--- config.mk ---
export PLATFORM = sky130hd
export DESIGN_NAME = scb_spi
export DESIGN_NICKNAME = d
export VERILOG_FILES = /design/src/verilog/scb_spi.v /design/src/verilog/scb_fifo.v /design/src/verilog/scb_baud.v
export VERILOG_INCLUDE_DIRS = /design/src /design/src/verilog
export SDC_FILE = /design/constraint.sdc
export NUM_CORES = 1
export LEC_CHECK = 0
export BUFFER_PORTS_ARGS = -buffer_cell sky130_fd_sc_hd__buf_4
export CAP_MARGIN = 20
export CORE_ASPECT_RATIO = 1.4
export CORE_MARGIN = 4
export CORE_UTILIZATION = 50
export DETAILED_ROUTE_END_ITERATION = 12
export PLACE_DENSITY_LB_ADDON = 0.2
export SLEW_MARGIN = 10
export SYNTH_ARGS = -nofsm -noshare
export SYNTH_HDL_FRONTEND = slang
export SYNTH_SLANG_ARGS = --single-unit
--- constraint.sdc ---
create_clock -name clk_sys -period 4.17 [get_ports clk_sys]
set_clock_uncertainty 0.05 [all_clocks]
set_input_delay 0 -clock clk_sys [delete_from_list [all_inputs] [get_ports clk_sys]]
set_output_delay 0 -clock clk_sys [all_outputs]
set_load 0.005 [all_outputs]
--- src/verilog/scb_consts.vh ---
// constants for the spi baud select and control block
`ifndef SCB_CONSTS_VH
`define SCB_CONSTS_VH
// =====================================================
// register addresses
`define SCB_A_SCR    32'hFFFFEC80
`define SCB_A_SIZE   32'hFFFFEC82
`define SCB_A_RXD    32'hFFFFEC84
`define SCB_A_TXD    32'hFFFFEC86
`define SCB_A_QCTL   32'hFFFFEC88
`define SCB_A_WAIT   32'hFFFFEC8A
// =====================================================
// reset values
`define SCB_RST_SCR  16'h6141
`define SCB_RST_SIZE 16'h000F
`define SCB_RST_QCTL 16'h000C
`define SCB_RST_ZERO 16'h0000
`define SCB_RST_RATE 3'h3
// =====================================================
// status/control field positions
`define SCB_F_RATE_HI 15
`define SCB_F_RATE_LO 13
`define SCB_F_ORDER   12
`define SCB_F_ERROR_IRQ_ENABLE   11
`define SCB_F_MFEN    10
`define SCB_F_RXIE    9
`define SCB_F_MASTER  8
`define SCB_F_CPOL    7
`define SCB_F_CPHA    6
`define SCB_F_MODE_FAULT_FLAG    5
`define SCB_F_RXFULL  4
`define SCB_F_OVR     3
`define SCB_F_BUSY    2
`define SCB_F_ENABLE  1
`define SCB_F_TXEMPTY 0
// =====================================================
// size/control and queue control field positions
`define SCB_F_LEN_HI  3
`define SCB_F_LEN_LO  0
`define SCB_F_EXT     4
`define SCB_F_DBL     5
`define SCB_F_FLUSH   0
// =====================================================
// transmit queue shape
`define SCB_TXQ_W     16
`define SCB_TXQ_D     32
`define SCB_TXQ_AW    5
`endif

--- src/verilog/scb_spi.v ---
// spi port: registers, baud select, transmit queue and shift engine
//
// Overview of operation
// software uses whole-word register accesses only
// software enables peripheral clock before register writes
// bits 15:13 select master clock rate
// rate select resets to binary 011
// serial rate is bus clock over divisor
// normal range divisors run 2 to 256
// extended range divisors 512 to 16384
// doubling bit doubles divisor, except top codes
// bit 12 picks msb or lsb first
// data stays right-justified, upper bits zero
// remote party uses same length and order
// error interrupt on overflow or enabled mode fault
// software keeps serial rate within pad limits
// software avoids read-modify-write on status/control
// bit 8 picks master or slave role; no slave mode here, a clear bit 8 leaves the port idle
// divisor counter restarts at each transaction
`timescale 1ns/1ps
`include "scb_consts.vh"
module scb_spi (
  // clock and reset
  input  wire        clk_sys,
  input  wire        rst_n,
  // register port
  input  wire [31:0] reg_addr,
  input  wire        reg_wr,
  input  wire        reg_rd,
  input  wire [15:0] reg_wdata,
  output reg  [15:0] reg_rdata_q,
  output reg         tx_space_q,
  // serial pins
  output reg         sclk_out_q,
  output reg         sclk_oe_q,
  output reg         mosi_out_q,
  output reg         mosi_oe_q,
  input  wire        miso_in,
  input  wire        ss_n_in,
  // interrupt request
  output reg         err_irq_q
);
  // =====================================================
  // states
  localparam ST_IDLE  = 2'b00;
  localparam ST_SHIFT = 2'b01;
  localparam ST_DONE  = 2'b10;

  reg  [15:0] scr_q;        // control part of status/control
  reg  [15:0] size_q;       // size/control register
  reg  [15:0] qctl_q;       // queue control register
  reg  [15:0] wait_q;       // word delay register
  reg  [15:0] rx_q;         // receive data register
  reg         rx_full_q;    // receive register holds unread word
  reg         ovr_q;        // overflow_flag
  reg         mode_fault_flag_q;       // mode_fault_flag
  reg  [1:0]  state_q;      // engine state
  reg  [15:0] tx_q;         // word being sent
  reg  [15:0] rxacc_q;      // word being received
  reg  [4:0]  bit_cnt_q;    // bits sampled so far
  reg  [4:0]  edge_q;       // serial clock edges so far
  reg  [15:0] gap_q;        // remaining word delay

  // =====================================================
  // field views
  wire [2:0] rate_select_code =
    scr_q[`SCB_F_RATE_HI:`SCB_F_RATE_LO];
  wire shift_order_bit          = scr_q[`SCB_F_ORDER];
  wire error_irq_enable         = scr_q[`SCB_F_ERROR_IRQ_ENABLE];
  wire mode_fault_detect_enable = scr_q[`SCB_F_MFEN];
  wire master_role_bit          = scr_q[`SCB_F_MASTER];
  wire cpol                     = scr_q[`SCB_F_CPOL];
  wire cpha                     = scr_q[`SCB_F_CPHA];
  wire spe                      = scr_q[`SCB_F_ENABLE];
  wire extended_range_bit       = size_q[`SCB_F_EXT];
  wire divisor_double_bit       = size_q[`SCB_F_DBL];
  wire [3:0] len_fld = size_q[`SCB_F_LEN_HI:`SCB_F_LEN_LO];
  // word length 2..16, a zero field counts as 2
  wire [4:0] len = (len_fld == 4'h0) ? 5'h2 : {1'b0, len_fld} + 5'h1;

  // =====================================================
  // register decode
  wire wr_scr  = reg_wr && (reg_addr == `SCB_A_SCR);
  wire wr_size = reg_wr && (reg_addr == `SCB_A_SIZE);
  wire wr_txd  = reg_wr && (reg_addr == `SCB_A_TXD);
  wire wr_qctl = reg_wr && (reg_addr == `SCB_A_QCTL);
  wire wr_wait = reg_wr && (reg_addr == `SCB_A_WAIT);
  wire rd_rxd  = reg_rd && (reg_addr == `SCB_A_RXD);

  // =====================================================
  // bit position of the n-th bit on the wire
  function [3:0] wire_idx;
    input [4:0] n;
    input [4:0] l;
    input       lsb_first;
    reg   [4:0] t;
    begin
      t = l - 5'h1 - n;
      wire_idx = lsb_first ? n[3:0] : t[3:0];
    end
  endfunction

  // =====================================================
  // transmit queue
  wire        txq_ready;
  wire        txq_valid;
  wire [15:0] txq_data;
  wire        flush = wr_qctl && reg_wdata[`SCB_F_FLUSH];
  wire        master_on = spe && master_role_bit;
  wire        start = (state_q == ST_IDLE) && master_on && !mode_fault_flag_q &&
                      txq_valid && (gap_q == `SCB_RST_ZERO);
  scb_fifo #(
    .W  (`SCB_TXQ_W),
    .D  (`SCB_TXQ_D),
    .AW (`SCB_TXQ_AW)
  ) u_txq (
    .clk_sys   (clk_sys),
    .rst_n     (rst_n),
    .flush     (flush),
    .in_valid  (wr_txd),
    .in_ready  (txq_ready),
    .in_data   (reg_wdata),
    .out_valid (txq_valid),
    .out_ready (start),
    .out_data  (txq_data)
  );

  // =====================================================
  // baud tick, running only while shifting
  wire tick;
  scb_baud u_baud (
    .clk_sys            (clk_sys),
    .rst_n              (rst_n),
    .run                (state_q == ST_SHIFT),
    .rate_select_code   (rate_select_code),
    .extended_range_bit (extended_range_bit),
    .divisor_double_bit (divisor_double_bit),
    .tick               (tick)
  );

  // =====================================================
  // edge classification
  wire leading  = ~edge_q[0];
  wire samp_edg = cpha ? ~leading : leading;
  wire last_edg = (edge_q == {len[3:0], 1'b0} - 5'h1);
  // mode fault: another master pulls select low
  wire mode_fault_flag_set = master_on && mode_fault_detect_enable && !ss_n_in;
  wire abort    = mode_fault_flag_set && (state_q == ST_SHIFT);
  wire ovr_set  = (state_q == ST_DONE) && rx_full_q;
  wire w1c_mode_fault_flag = wr_scr && reg_wdata[`SCB_F_MODE_FAULT_FLAG];
  wire w1c_ovr  = wr_scr && reg_wdata[`SCB_F_OVR];

  // =====================================================
  // configuration registers
  always @(posedge clk_sys) begin
    if (!rst_n) begin
      scr_q  <= `SCB_RST_SCR;
      size_q <= `SCB_RST_SIZE;
      qctl_q <= `SCB_RST_QCTL;
      wait_q <= `SCB_RST_ZERO;
    end else begin
      if (wr_scr) begin
        scr_q <= reg_wdata;
      end
      if (wr_size) begin
        size_q <= reg_wdata;
      end
      if (wr_qctl) begin
        qctl_q <= reg_wdata;
      end
      if (wr_wait) begin
        wait_q <= reg_wdata;
      end
    end
  end

  // =====================================================
  // sticky flags, a set in the clearing cycle wins
  always @(posedge clk_sys) begin
    if (!rst_n) begin
      ovr_q     <= 1'b0;
      mode_fault_flag_q    <= 1'b0;
      rx_full_q <= 1'b0;
    end else begin
      ovr_q  <= ovr_set | (ovr_q & ~w1c_ovr);
      mode_fault_flag_q <= mode_fault_flag_set | (mode_fault_flag_q & ~w1c_mode_fault_flag);
      rx_full_q <= (state_q == ST_DONE) | (rx_full_q & ~rd_rxd);
    end
  end

  // =====================================================
  // shift engine
  always @(posedge clk_sys) begin
    if (!rst_n) begin
      state_q   <= ST_IDLE;
      tx_q      <= `SCB_RST_ZERO;
      rxacc_q   <= `SCB_RST_ZERO;
      rx_q      <= `SCB_RST_ZERO;
      bit_cnt_q <= 5'h0;
      edge_q    <= 5'h0;
      gap_q     <= `SCB_RST_ZERO;
      sclk_out_q <= 1'b0;
      mosi_out_q <= 1'b0;
    end else begin
      case (state_q)
        ST_IDLE: begin
          sclk_out_q <= cpol;
          if (gap_q != `SCB_RST_ZERO) begin
            gap_q <= gap_q - 16'h1;
          end
          if (start) begin
            tx_q      <= txq_data;
            rxacc_q   <= `SCB_RST_ZERO;
            bit_cnt_q <= 5'h0;
            edge_q    <= 5'h0;
            state_q   <= ST_SHIFT;
            if (!cpha) begin
              mosi_out_q <= txq_data[wire_idx(5'h0, len,
                                     shift_order_bit)];
            end
          end
        end
        ST_SHIFT: begin
          if (abort) begin
            state_q <= ST_IDLE;
            sclk_out_q <= cpol;
          end else if (tick) begin
            // the pin itself toggles here, so data launch and sample
            // line up with the edge the far side sees
            sclk_out_q <= ~sclk_out_q;
            edge_q <= edge_q + 5'h1;
            if (samp_edg) begin
              rxacc_q[wire_idx(bit_cnt_q, len, shift_order_bit)]
                <= miso_in;
              bit_cnt_q <= bit_cnt_q + 5'h1;
            end else if (bit_cnt_q < len) begin
              mosi_out_q <= tx_q[wire_idx(bit_cnt_q, len,
                                 shift_order_bit)];
            end
            if (last_edg) begin
              state_q <= ST_DONE;
            end
          end
        end
        ST_DONE: begin
          rx_q    <= rxacc_q;
          gap_q   <= wait_q;
          state_q <= ST_IDLE;
        end
        default: begin
          state_q <= ST_IDLE;
        end
      endcase
    end
  end

  // =====================================================
  // pin drivers, master drives clock and data
  always @(posedge clk_sys) begin
    if (!rst_n) begin
      sclk_oe_q  <= 1'b0;
      mosi_oe_q  <= 1'b0;
    end else begin
      sclk_oe_q  <= master_on && !mode_fault_flag_q;
      mosi_oe_q  <= master_on && !mode_fault_flag_q;
    end
  end

  // =====================================================
  // error interrupt request
  always @(posedge clk_sys) begin
    if (!rst_n) begin
      err_irq_q <= 1'b0;
    end else begin
      err_irq_q <= error_irq_enable &&
                   (ovr_q || (mode_fault_flag_q && mode_fault_detect_enable));
    end
  end

  // =====================================================
  // read data, registered one cycle after the strobe
  always @(posedge clk_sys) begin
    if (!rst_n) begin
      reg_rdata_q <= `SCB_RST_ZERO;
      tx_space_q  <= 1'b0;
    end else begin
      tx_space_q <= txq_ready;
      reg_rdata_q <= `SCB_RST_ZERO;
      if (reg_rd) begin
        case (reg_addr)
          `SCB_A_SCR: begin
            reg_rdata_q <= {scr_q[15:6], mode_fault_flag_q, rx_full_q, ovr_q,
                            state_q != ST_IDLE, spe, !txq_valid};
          end
          `SCB_A_SIZE: begin
            reg_rdata_q <= size_q;
          end
          `SCB_A_RXD: begin
            reg_rdata_q <= rx_q;
          end
          `SCB_A_QCTL: begin
            reg_rdata_q <= qctl_q;
          end
          `SCB_A_WAIT: begin
            reg_rdata_q <= wait_q;
          end
          default: begin
            reg_rdata_q <= `SCB_RST_ZERO;
          end
        endcase
      end
    end
  end
endmodule // scb_spi

--- src/verilog/scb_fifo.v ---
// synchronous fifo with valid/ready on both sides
`timescale 1ns/1ps
module scb_fifo #(
  parameter W  = 16,
  parameter D  = 32,
  parameter AW = 5
) (
  // clock and reset
  input  wire         clk_sys,
  input  wire         rst_n,
  input  wire         flush,
  // fill side
  input  wire         in_valid,
  output wire         in_ready,
  input  wire [W-1:0] in_data,
  // drain side
  output wire         out_valid,
  input  wire         out_ready,
  output wire [W-1:0] out_data
);
  reg [W-1:0] mem_q [0:D-1]; // storage
  reg [AW-1:0] wr_q;          // write pointer
  reg [AW-1:0] rd_q;          // read pointer
  reg [AW:0]   cnt_q;         // fill level
  wire push = in_valid && in_ready;
  wire pop  = out_valid && out_ready;
  assign in_ready  = (cnt_q != D[AW:0]);
  assign out_valid = (cnt_q != {(AW+1){1'b0}});
  assign out_data  = mem_q[rd_q];
  // =====================================================
  // storage write
  always @(posedge clk_sys) begin
    if (push) begin
      mem_q[wr_q] <= in_data;
    end
  end
  // =====================================================
  // pointers and level
  always @(posedge clk_sys) begin
    if (!rst_n || flush) begin
      wr_q  <= {AW{1'b0}};
      rd_q  <= {AW{1'b0}};
      cnt_q <= {(AW+1){1'b0}};
    end else begin
      if (push) begin
        wr_q <= (wr_q == D[AW-1:0] - 1'b1) ? {AW{1'b0}} : wr_q + 1'b1;
      end
      if (pop) begin
        rd_q <= (rd_q == D[AW-1:0] - 1'b1) ? {AW{1'b0}} : rd_q + 1'b1;
      end
      if (push && !pop) begin
        cnt_q <= cnt_q + 1'b1;
      end else if (pop && !push) begin
        cnt_q <= cnt_q - 1'b1;
      end
    end
  end
endmodule // scb_fifo

--- src/verilog/scb_baud.v ---
// serial clock half-period tick generator
`timescale 1ns/1ps
module scb_baud (
  // clock and reset
  input  wire       clk_sys,
  input  wire       rst_n,
  // control
  input  wire       run,
  input  wire [2:0] rate_select_code,
  input  wire       extended_range_bit,
  input  wire       divisor_double_bit,
  // half-period tick
  output wire       tick
);
  reg  [13:0] cnt_q;  // half-period counter
  wire [3:0]  hexp;   // log2 of half divisor
  wire [13:0] limit;  // last count of a half period
  // =====================================================
  // log2 of half the rate divisor
  function [3:0] half_exp;
    input [2:0] code;
    input       ext;
    input       dbl;
    reg   [3:0] e;
    begin
      e = 4'h0;
      if (!ext) begin
        e = {1'b0, code};
      end else if (code <= 3'h4) begin
        e = {1'b0, code} + 4'h8;
      end else begin
        e = 4'hD;
      end
      if (dbl && !(ext && code >= 3'h5)) begin
        e = e + 4'h1;
      end
      half_exp = e;
    end
  endfunction
  assign hexp  = half_exp(rate_select_code, extended_range_bit,
                          divisor_double_bit);
  assign limit = (14'h1 << hexp) - 14'h1;
  assign tick  = run && (cnt_q == limit);
  // =====================================================
  // counter, held at zero while idle
  always @(posedge clk_sys) begin
    if (!rst_n || !run) begin
      cnt_q <= 14'h0;
    end else if (tick) begin
      cnt_q <= 14'h0;
    end else begin
      cnt_q <= cnt_q + 14'h1;
    end
  end
endmodule // scb_baud

* Yosys cells after proc, flatten, opt, wreduce, memory -nomap -nowiden
Memories as Yosys holds them, arrays and structs flattened. A register that Yosys moved wholly into a read port is not among the register bits. Cells that the tools add are included.
Word-level totals: flip-flop bits (word level) 194, latch bits 0, memory bits (writable) 512, ROM bits 0, input bits 54, output and inout port bits 22, word-level logic and storage cells 192, memories 1
Memories:
- u_txq.mem_q | words 32, bits a word 16, read ports 1, clocked after memory_dff 1, write ports 1, RTL line scb_fifo.v:21 | reg [W-1:0] mem_q [0:D-1];
Operators by class: add/sub/neg operators 15, multipliers 0, div/mod/pow operators 0, magnitude comparators 6, equality and inequality tests 23, shift operators 1, muxes and demuxes 53, bitwise gates (word level) 11, reductions and logical operators 58
Operators by type and width (count):
- $eq A32 B32 Y1 const B | 6
- $mux W16 | 5
- $pmux W16 S5 | 1
- $pmux W16 S2 | 2
- $mux W5 | 11
- $logic_and A1 B1 Y1 | 29
- $add A5 B1 Y5 const B | 4
- $mux W4 | 5
- $pmux W5 S2 | 2
- $bwmux W16 | 1
- $logic_not A16 Y1 | 1
- $reduce_bool A16 Y1 | 1
- $sub A16 B1 Y16 const B | 1
- $add A14 B1 Y14 const B | 1
- $eq A14 B14 Y1 | 1
- $mux W1 | 14
- $shl A1 B4 Y14 const A | 1
- $sub A14 B1 Y14 const B | 1
- $mux W6 | 2
- $ne A2 B2 Y1 const B | 6
- $eq A5 B5 Y1 const B | 2
- $lt A4 B5 Y1 const B | 2
- $bmux W1 S4 | 2
- $logic_not A1 Y1 | 8
- other kinds (36) | 58

* Depth between registers and ports, before layout
Gate-level depths: netlist (run 1).
depth in word-level cells 14, depth in mapped cells 22, depth with buffers taken out 19

* By module
Synthesis (run 1) repeated with hierarchy kept, for this count alone.
Second synthesis, totals: cells, all modules 2271, area, all modules 30345.4 sq um
By module, submodules not included:
- scb_fifo | instances 1, cells each 1085, area an instance 20771.2 sq um, sequential area each 15795.1 sq um
- scb_spi | instances 1, cells each 962, area an instance 7880.1 sq um, sequential area each 3183.1 sq um
- scb_baud | instances 1, cells each 224, area an instance 1694.1 sq um, sequential area each 280.3 sq um

* Worst setup path before layout (run 1)
OpenSTA, ideal clock, no wires.
kind reg-to-reg, start point register scr_q[13], end point register state_q[0], setup time 0.115 ns, data arrival time 3.948 ns, required time 4.005 ns, slack 0.057 ns, cell stages (with the launch flop) 21, buffers on the path 4, clock period less this slack 4.113 ns, cells stage by stage dfxtp_1 buf_4 clkbuf_1 a21o_1 ha_1 buf_2 nor2_1 a21oi_1 o22ai_1 nand2_1 ha_1 o21ai_0 o21a_1 nor4b_2 mux2i_1 nor4_1 or4_4 buf_6 nor4_1 o21ai_0 and2_1
On the way: cells in the longest elaborated chain, start to end 11, elaborated cells between the ends (all ways) 16, classes of those cells 3 x add/sub; 2 x order compare; 2 x eq/ne; 1 x shift; 3 x mux; 5 x reduce/logical
RTL lines:
- from (decl) | RTL line scb_spi.v:49 | reg [15:0] scr_q;
- from (signal assigned) | RTL line scb_spi.v:157 | scr_q <= `SCB_RST_SCR;
- from (signal assigned) | RTL line scb_spi.v:163 | scr_q <= reg_wdata;
- $add A3 B4 Y4, or another cell as far along | RTL line scb_baud.v:30 | e = {1'b0, code} + 4'h8;
- $mux W4 or $logic_and A1 B1 Y1 (tied branches) | RTL line scb_baud.v:29, scb_baud.v:34
- $mux W4 or $logic_not A1 Y1 (tied branches) | RTL line scb_baud.v:27, scb_baud.v:34
- $add A4 B1 Y4 or $logic_and A1 B1 Y1 (tied branches) | RTL line scb_baud.v:35, scb_baud.v:34
- $mux W4 (*) | RTL line scb_baud.v:34 | if (dbl && !(ext && code >= 3'h5)) begin
- $shl A1 B4 Y14 (*) | RTL line scb_baud.v:42 | assign limit = (14'h1 << hexp) - 14'h1;
- $sub A14 B1 Y14 (*) | RTL line scb_baud.v:42
- $eq A14 B14 Y1 (*) | RTL line scb_baud.v:43 | assign tick = run && (cnt_q == limit);
- $logic_and A1 B1 Y1 (*) | RTL line scb_baud.v:43
- $ne A3 B3 Y1 (no line) (*)
- $reduce_and A3 Y1 (no line) (*)
- to (signal assigned) | RTL line scb_spi.v:241 | state_q <= ST_DONE;
- to (signal assigned) | RTL line scb_spi.v:248 | state_q <= ST_IDLE;
- to (signal assigned) | RTL line scb_spi.v:251 | state_q <= ST_IDLE;
- to (decl) | RTL line scb_spi.v:57 | reg [1:0] state_q;
Every way passes the cells marked *; elsewhere a longest branch is shown, timed or not. A chain may end at the register's enable or synchronous reset.

* Final worst setup path (run 1)
start point register size_q[4], end point register edge_q[0]
On the way: cells in the longest elaborated chain, start to end 10, elaborated cells between the ends (all ways) 12, classes of those cells 2 x add/sub; 2 x eq/ne; 1 x shift; 2 x mux; 5 x reduce/logical
RTL lines:
- from (decl) | RTL line scb_spi.v:50 | reg [15:0] size_q;
- from (signal assigned) | RTL line scb_spi.v:158 | size_q <= `SCB_RST_SIZE;
- from (signal assigned) | RTL line scb_spi.v:166 | size_q <= reg_wdata;
- parallel branches: the longest is 3 deep, another holds $add A4 B1 Y4
- $mux W4 (*) | RTL line scb_baud.v:34
- $shl A1 B4 Y14 (*) | RTL line scb_baud.v:42
- $sub A14 B1 Y14 (*) | RTL line scb_baud.v:42
- $eq A14 B14 Y1 (*) | RTL line scb_baud.v:43
- $logic_and A1 B1 Y1 (*) | RTL line scb_baud.v:43
- $ne A2 B2 Y1 (no line) (*)
- $reduce_and A4 Y1 (no line) (*)
- to (signal assigned) | RTL line scb_spi.v:231 | edge_q <= edge_q + 5'h1;
- to (decl) | RTL line scb_spi.v:61 | reg [4:0] edge_q;
Every way passes the cells marked *.

==> results of run 1 <==
==> registers in the layout, summed over array words and instances (netlist names), 6 cells and up, named ones only <==
name	cells
size_q	16
wait_q	16
qctl_q	16
gap_q	16
u_txq.cnt_q	6
rx_q	16
rxacc_q	16
u_baud.cnt_q	14
scr_q	11
u_txq.mem_q	512
tx_q	16
reg_rdata_q	16
==> metal layers <==
layer	global-route usage	up-vias	part of all wire
met3	0.0331	227	0.057
met5	0	-	0
met1	0.301	9822	0.37
met2	0.446	805	0.51
li1	-	8716	-
met4	0.139	0	0.062
==> worst reg2reg max path, cell delays in order, from the launching register on <==
cell	delay [ns]
dfxtp_1	0.31
and2_1	0.18
a21o_1	0.19
ha_2	0.21
buf_4	0.17
a21o_1	0.17
a311o_1	0.40
or3_4	0.39
and3_4	0.20
nor4_4	0.22
o221ai_2	0.16
or4_1	0.49
o21a_1	0.27
or3_1	0.33
a21oi_1	0.14
==> final cells by class <==
| class | count | area, sq um | area share |
|---|---|---|---|
| Inverter | 33 | 125 | 0.00363 |
| Tap cell | 749 | 937 | 0.0272 |
| Multi-Input combinational cell | 1348 | 10100 | 0.292 |
| Clock inverter | 35 | 348 | 0.0101 |
| Sequential cell | 706 | 19300 | 0.559 |
| Timing Repair Buffer | 214 | 1810 | 0.0525 |
| Clock buffer | 89 | 1930 | 0.0559 |
==> worst paths after layout <==
check / startpoint / endpoint / slack [ns] / depth (start not counted)
max: size_q[4]$_SDFFE_PN0P_ / edge_q[0]$_SDFFE_PN0P_ / 0.22 / 14
min reg2reg: rxacc_q[15]$_SDFFE_PN0P_ / rx_q[15]$_SDFFE_PN0P_ / 0.40 / 2
min: reg_addr[8] / reg_rdata_q[12]$_SDFF_PN0_ / 0.08 / 8
max reg2reg: size_q[4]$_SDFFE_PN0P_ / edge_q[0]$_SDFFE_PN0P_ / 0.22 / 14
==> layout by cell type, fill, tap and decap left out, types with 26 or more instances in the layout <==
| master | instances |
|---|---|
| ha_1 | 26 |
| nor2_2 | 35 |
| xnor2_1 | 33 |
| o21ai_0 | 69 |
| edfxtp_1 | 512 |
| dfxtp_1 | 191 |
| nand3_1 | 33 |
| nor2_1 | 145 |
| buf_4 | 175 |
| nand2_1 | 250 |
| nor3_1 | 29 |
| mux4_2 | 105 |
| clkbuf_16 | 74 |
| inv_1 | 29 |
| a21oi_1 | 156 |
| mux2i_1 | 109 |
==> per-stage QoR <==
step                      power (mW)  setup slack [ns]  cell area, sq um  hold WS [ns]  cells
after floorplan                 8.17            0.0569             29800        0.0489   2215
final                           14.6             0.220             34500        0.0816   3174
after global placement          8.40             0.123             31700         0.284   3014
after global routing            15.1            0.0325             34500         0.137   3174
after CTS                       14.7            0.0870             34300        0.0683   3168
after detailed placement        8.43           0.00608             31800         0.287   3020
==> power breakdown <==
group / switching (mW) / internal [mW] / leakage (nW)
registers: 0.0609 / 7.57 / 6.17
logic: 0.395 / 0.277 / 3.91
clock network: 2.68 / 3.61 / 1.11
==> cells by family (layout without fill, tap and decap cells) <==
family / count (synthesis) / count (layout) / share of synthesized area
buffers and inverters: 162 / 371 / 0.0222
muxes: 224 / 224 / 0.120
adders and majority gates: 30 / 30 / 0.0131
AOI/OAI and AO/OA: 409 / 410 / 0.0857
DFF: 706 / 706 / 0.646
and+or+nand+nor: 634 / 634 / 0.0985
xor gates and xnor gates: 50 / 50 / 0.0147
==> timing repair <==
action / in CTS / in global routing
pin swaps: 0 / 3
endpoints found under the hold margin: 630 / 2
gates cloned: 0 / 1
setup endpoints to repair: 3 / 41
resized for setup: 2 / 19
setup buffers: 0 / 0
hold buffers: 24 / 1
==> metrics.csv, run 1 <==
stage,metric,value,unit
floorplanning,full die area,63600,sq um
logic_synthesis,Post-synth ARST share,0,
timing,Final Slew Violations,0,
global_route,global-route wire length before repair,122,mm
critical_path,CP bufs+invs,1,
logic_synthesis,sequential area share after synthesis,0.646,
logic_synthesis,leading area contributor after synthesis,edfxtp_1,
logic_synthesis,"EDFF count, synth",512,
worst_hold_path,Hold WC Path Type,input pin to register,
cts,root buffer cell,clkbuf_16,
route,Pre-Repair DR Iteration Count,7,
cts,H-tree depth,3,
timing,Slew @ Worst Pin,1.03,ns
power_and_ir_drop,P_leak,11.2,nW
logic_synthesis,Synth warnings,0,
route,routed via count,19570,
critical_path,Most common cell on crit path,a21o_1,
critical_path,Critical Path Start Type,register,
cts,"Reg clk slew, reported paths",0.06,ns
placement,number of port buffers,75,
timing,endpoints failing setup,0,
floorplanning,Die W,214,um
route,WL final,82.3,mm
route,Remaining DRCs,0,
critical_path,worst path cell trace,"and2_1, a21o_1, ha_2, buf_4, a21o_1, a311o_1, or3_4, and3_4, nor4_4, o221ai_2, or4_1, o21a_1, or3_1, a21oi_1",
placement,placed wire-length estimate,54.4,mm
logic_synthesis,main area contributors after synthesis,"edfxtp_1 (52%), dfxtp_1 (13%), mux4_2 (7.9%)",
floorplanning,I/O pin count,76,
status,outcome,completed,
job,max cap viols,0,
route,Antenna Nets Post-Route,0,
logic_synthesis,synth cell count leaders,"edfxtp_1 (512), nand2_1 (251), dfxtp_1 (194)",
floorplanning,Starting Density,0.506,
timing,"Hold Violations, Final",0,
logic_synthesis,most frequent cell after synthesis,edfxtp_1,
finish,Filler Cells Inserted,4627,
route,Vias/cell,6.17,
critical_path,worst setup path category,register to register,
critical_path,cell family with most CP delay,simple AND/OR/NAND/NOR gates,
cts,Max clock buf depth,3,
cts,TritonCTS Buffers,69,
placement,RD Place Congestion,0.879,
cts,CTS tree,built,
floorplanning,Die Height,297,um
timing,min cycle time layout,3.95,ns
global_route,vias in the first global route,19616,
timing,max_slew headroom,0.313,
critical_path,CP Data Required Time,4.63,ns
floorplanning,Core Footprint,58900,sq um
timing,RSZ-0062 raised after global routing,false,
timing,Tcrit/Tclk final,0.947,
finish,layout cell share with drive strength beyond 1,0.198,
logic_synthesis,ys flop type,edfxtp_1,
timing,fmax,0.253,GHz
logic_synthesis,"Distinct cells, synth",81,
logic_synthesis,Syn Area/Cell,13.5,sq um
global_route,largest net degree at the start of global routing,88,
logic_synthesis,net count after synthesis,2299,
finish,final core utilization,0.586,
critical_path,crit end category,register,
power_and_ir_drop,pwr/cell area,423,nW/um^2
finish,Diodes inserted,0,
critical_path,delay of the slowest critical-path stage,0.49,ns
logic_synthesis,Syn Inst Count,2215,
global_route,total track usage,0.253,
cts,worst skew pair latency,0.61,ns
cts,clk sink count,706,
logic_synthesis,top cell type's share of synthesized area,0.516,
finish,NumNets Final,2456,
finish,Layout area overhead,15.6,%
critical_path,critical path peak fanout,8,
global_route,initial antenna violation count,0,
route,post-DR wirelength/cell,25.9,um
power_and_ir_drop,peak supply drop,321,uV
global_route,total gr overflow,0,
critical_path,CP max-delay cell,or4_1,
floorplanning,row count,105,
route,Starting DRT DRC Count,1788,
critical_path,Worst Path Arrival,4.41,ns
logic_synthesis,register bit total from synthesis,706,
logic_synthesis,Post-Syn Area,29800,sq um
timing,Post-Route Setup TNS,0,ns
No activity file was read; power rests on OpenSTA's default activity.
==> run 2: changes to the inputs <==
--- a/config.mk
+++ b/config.mk
@@ -10,7 +10,7 @@
 export CAP_MARGIN = 20
 export CORE_ASPECT_RATIO = 1.4
 export CORE_MARGIN = 4
-export CORE_UTILIZATION = 50
+export CORE_UTILIZATION = 28
 export DETAILED_ROUTE_END_ITERATION = 12
 export PLACE_DENSITY_LB_ADDON = 0.2
 export SLEW_MARGIN = 10
==> run 2 against run 1 <==
Against the previous run: cell count rose by 20%; global-route usage fell by 9.7 points; cell area rose by 2.9%; non-clock buffer count rose by 11; die area rose by 76%.
==> metrics.csv, run 2 (synthesis gave the netlist of run 1 again) <==
stage,metric,value,unit
power_and_ir_drop,peak supply drop,299,uV
critical_path,delay of the slowest critical-path stage,0.64,ns
floorplanning,Die Height,394,um
critical_path,Critical Path Start Type,register,
floorplanning,Core Footprint,106000,sq um
finish,"commonest non-fill, non-tap cell in the layout",edfxtp_1,
floorplanning,I/O pin count,76,
worst_hold_path,Hold WC Path Type,input pin to register,
finish,most frequent cells in the layout,"edfxtp_1 (512), nand2_1 (250), buf_4 (194)",
cts,TritonCTS Buffers,77,
critical_path,worst path cell trace,"and2_1, a21o_1, ha_2, nor2_1, a21oi_1, o22ai_1, nand2_1, ha_2, o21ai_0, o21a_1, buf_4, nor3_1, xnor2_1, nand4_1, or4_4, o21ai_4, nand4_1, o21ai_0",
finish,max reg flops,512,
global_route,global-route wire length before repair,131,mm
cts,"Reg clk slew, reported paths",0.06,ns
job,max cap viols,0,
route,post-DR wirelength/cell,23.4,um
cts,root buffer cell,clkbuf_16,
cts,H-tree depth,3,
global_route,initial antenna violation count,1,
cts,worst skew pair latency,0.64,ns
finish,Layout Cells excl Fill,3809,
power_and_ir_drop,pwr/cell area,427,nW/um^2
critical_path,CP Data Required Time,4.67,ns
cts,Max clock buf depth,3,
timing,max_slew headroom,0.256,
route,WL final,89.2,mm
floorplanning,Starting Density,0.282,
global_route,total track usage,0.156,
placement,RD Place Congestion,0.816,
placement,placed cells,3641,
placement,number of port buffers,75,
floorplanning,Die W,284,um
route,Remaining DRCs,0,
finish,NumNets Final,2474,
timing,Slew @ Worst Pin,1.12,ns
timing,min cycle time layout,3.93,ns
route,Starting DRT DRC Count,1605,
route,Pre-Repair DR Iteration Count,6,
route,Vias/cell,5.05,
global_route,vias in the first global route,19533,
timing,RSZ-0062 raised after global routing,false,
timing,"Hold Violations, Final",0,
critical_path,CP max-delay cell,or4_4,
timing,Final Hold Slack,0.0304,ns
global_route,total gr overflow,0,
timing,endpoints failing setup,0,
timing,Final WS setup,0.235,ns
global_route,largest net degree at the start of global routing,96,
placement,placed wire-length estimate,58.3,mm
placement,post-place setup slack,-0.0522,ns
floorplanning,row count,141,
status,outcome,completed,
timing,Final Slew Violations,0,
timing,Tcrit/Tclk final,0.944,
power_and_ir_drop,P_leak,11.4,nW
critical_path,critical path peak fanout,6,
cts,CTS tree,built,
route,Antenna Nets Post-Route,0,
cts,clk sink count,706,
finish,Biggest register,u_txq.mem_q,
critical_path,worst setup path category,register to register,
timing,fmax,0.254,GHz
floorplanning,full die area,112000,sq um
route,routed via count,19218,
critical_path,Worst Path Arrival,4.44,ns
critical_path,crit end category,register,
finish,layout cell share with drive strength beyond 1,0.204,
finish,Layout area overhead,19.0,%
run 2: changes by cell type in the layout (fill, tap and decap cells not counted), sizes merged:
cell and change:
o21ai -1, diode +1, inv -4, clkinv +11, clkinvlp -3, dlygate4sd3 +1
clkbuf +9, bufinv +2, buf +10
run 2: power breakdown:
| group | internal (mW) | switching [mW] | total [mW] |
|---|---|---|---|
| combinational | 0.278 | 0.412 | 0.690 |
| clock | 3.97 | 2.84 | 6.81 |
| sequential | 7.57 | 0.0627 | 7.63 |
run 2: repair_timing:
action                                 CTS  global route
setup endpoints to repair               14            41
resized for setup                        1            17
setup buffers                            0             1
pin swaps                                0             6
endpoints found under the hold margin  626             0
hold buffers                            26             0
run 2: path summary, 6_finish.rpt:
path	cells past startpoint	from	slack, ns	endpoint
min	5	reg_addr[2]	0.03	reg_rdata_q[13]$_SDFF_PN0_
max reg2reg	18	scr_q[15]$_SDFFE_PN0P_	0.24	rxacc_q[7]$_SDFFE_PN0P_
max	18	scr_q[15]$_SDFFE_PN0P_	0.24	rxacc_q[7]$_SDFFE_PN0P_
min reg2reg	2	size_q[10]$_SDFFE_PN0P_	0.40	size_q[10]$_SDFFE_PN0P_
run 2: worst max-delay path, delay by kind of cell (launching register included):
family,cells,cell delay [ns]
simple gates,7,1.55
compound gates,7,1.15
fa+ha+maj,2,0.44
flops,1,0.33
buf+inv,1,0.17
xor+xnor,1,0.15
run 2: through the flow:
stage,setup TNS [ns],utilization,power [mW],instance area [sq um]
3_5_place_dp,-0.379,0.309,8.45,32600
6_report,0,0.336,15.1,35500
3_3_place_gp,-0.113,0.309,8.43,32600
5_1_grt,0,0.336,15.7,35500
2_1_floorplan,0,-,8.17,29800
4_1_cts,0,0.335,15.3,35400
run 2: cell type report:
class	instances	area, sq um
fillers	10298	70200
multi-input cells	1347	10100
inverters	33	125
repair buffers	225	1820
flip-flops and latches	706	19300
clock inverters	41	422
well taps	1358	1700
diodes	1	2.50
clock buffers	98	2080
run 2: layer usage:
metal / track usage / up-vias / wire, um
met2: 0.290 / 492 / 47500
met3: 0.0212 / 121 / 3660
li1: - / 8763 / -
met1: 0.188 / 9842 / 36100
met4: 0.0409 / 0 / 1940
met5: 0 / - / 0
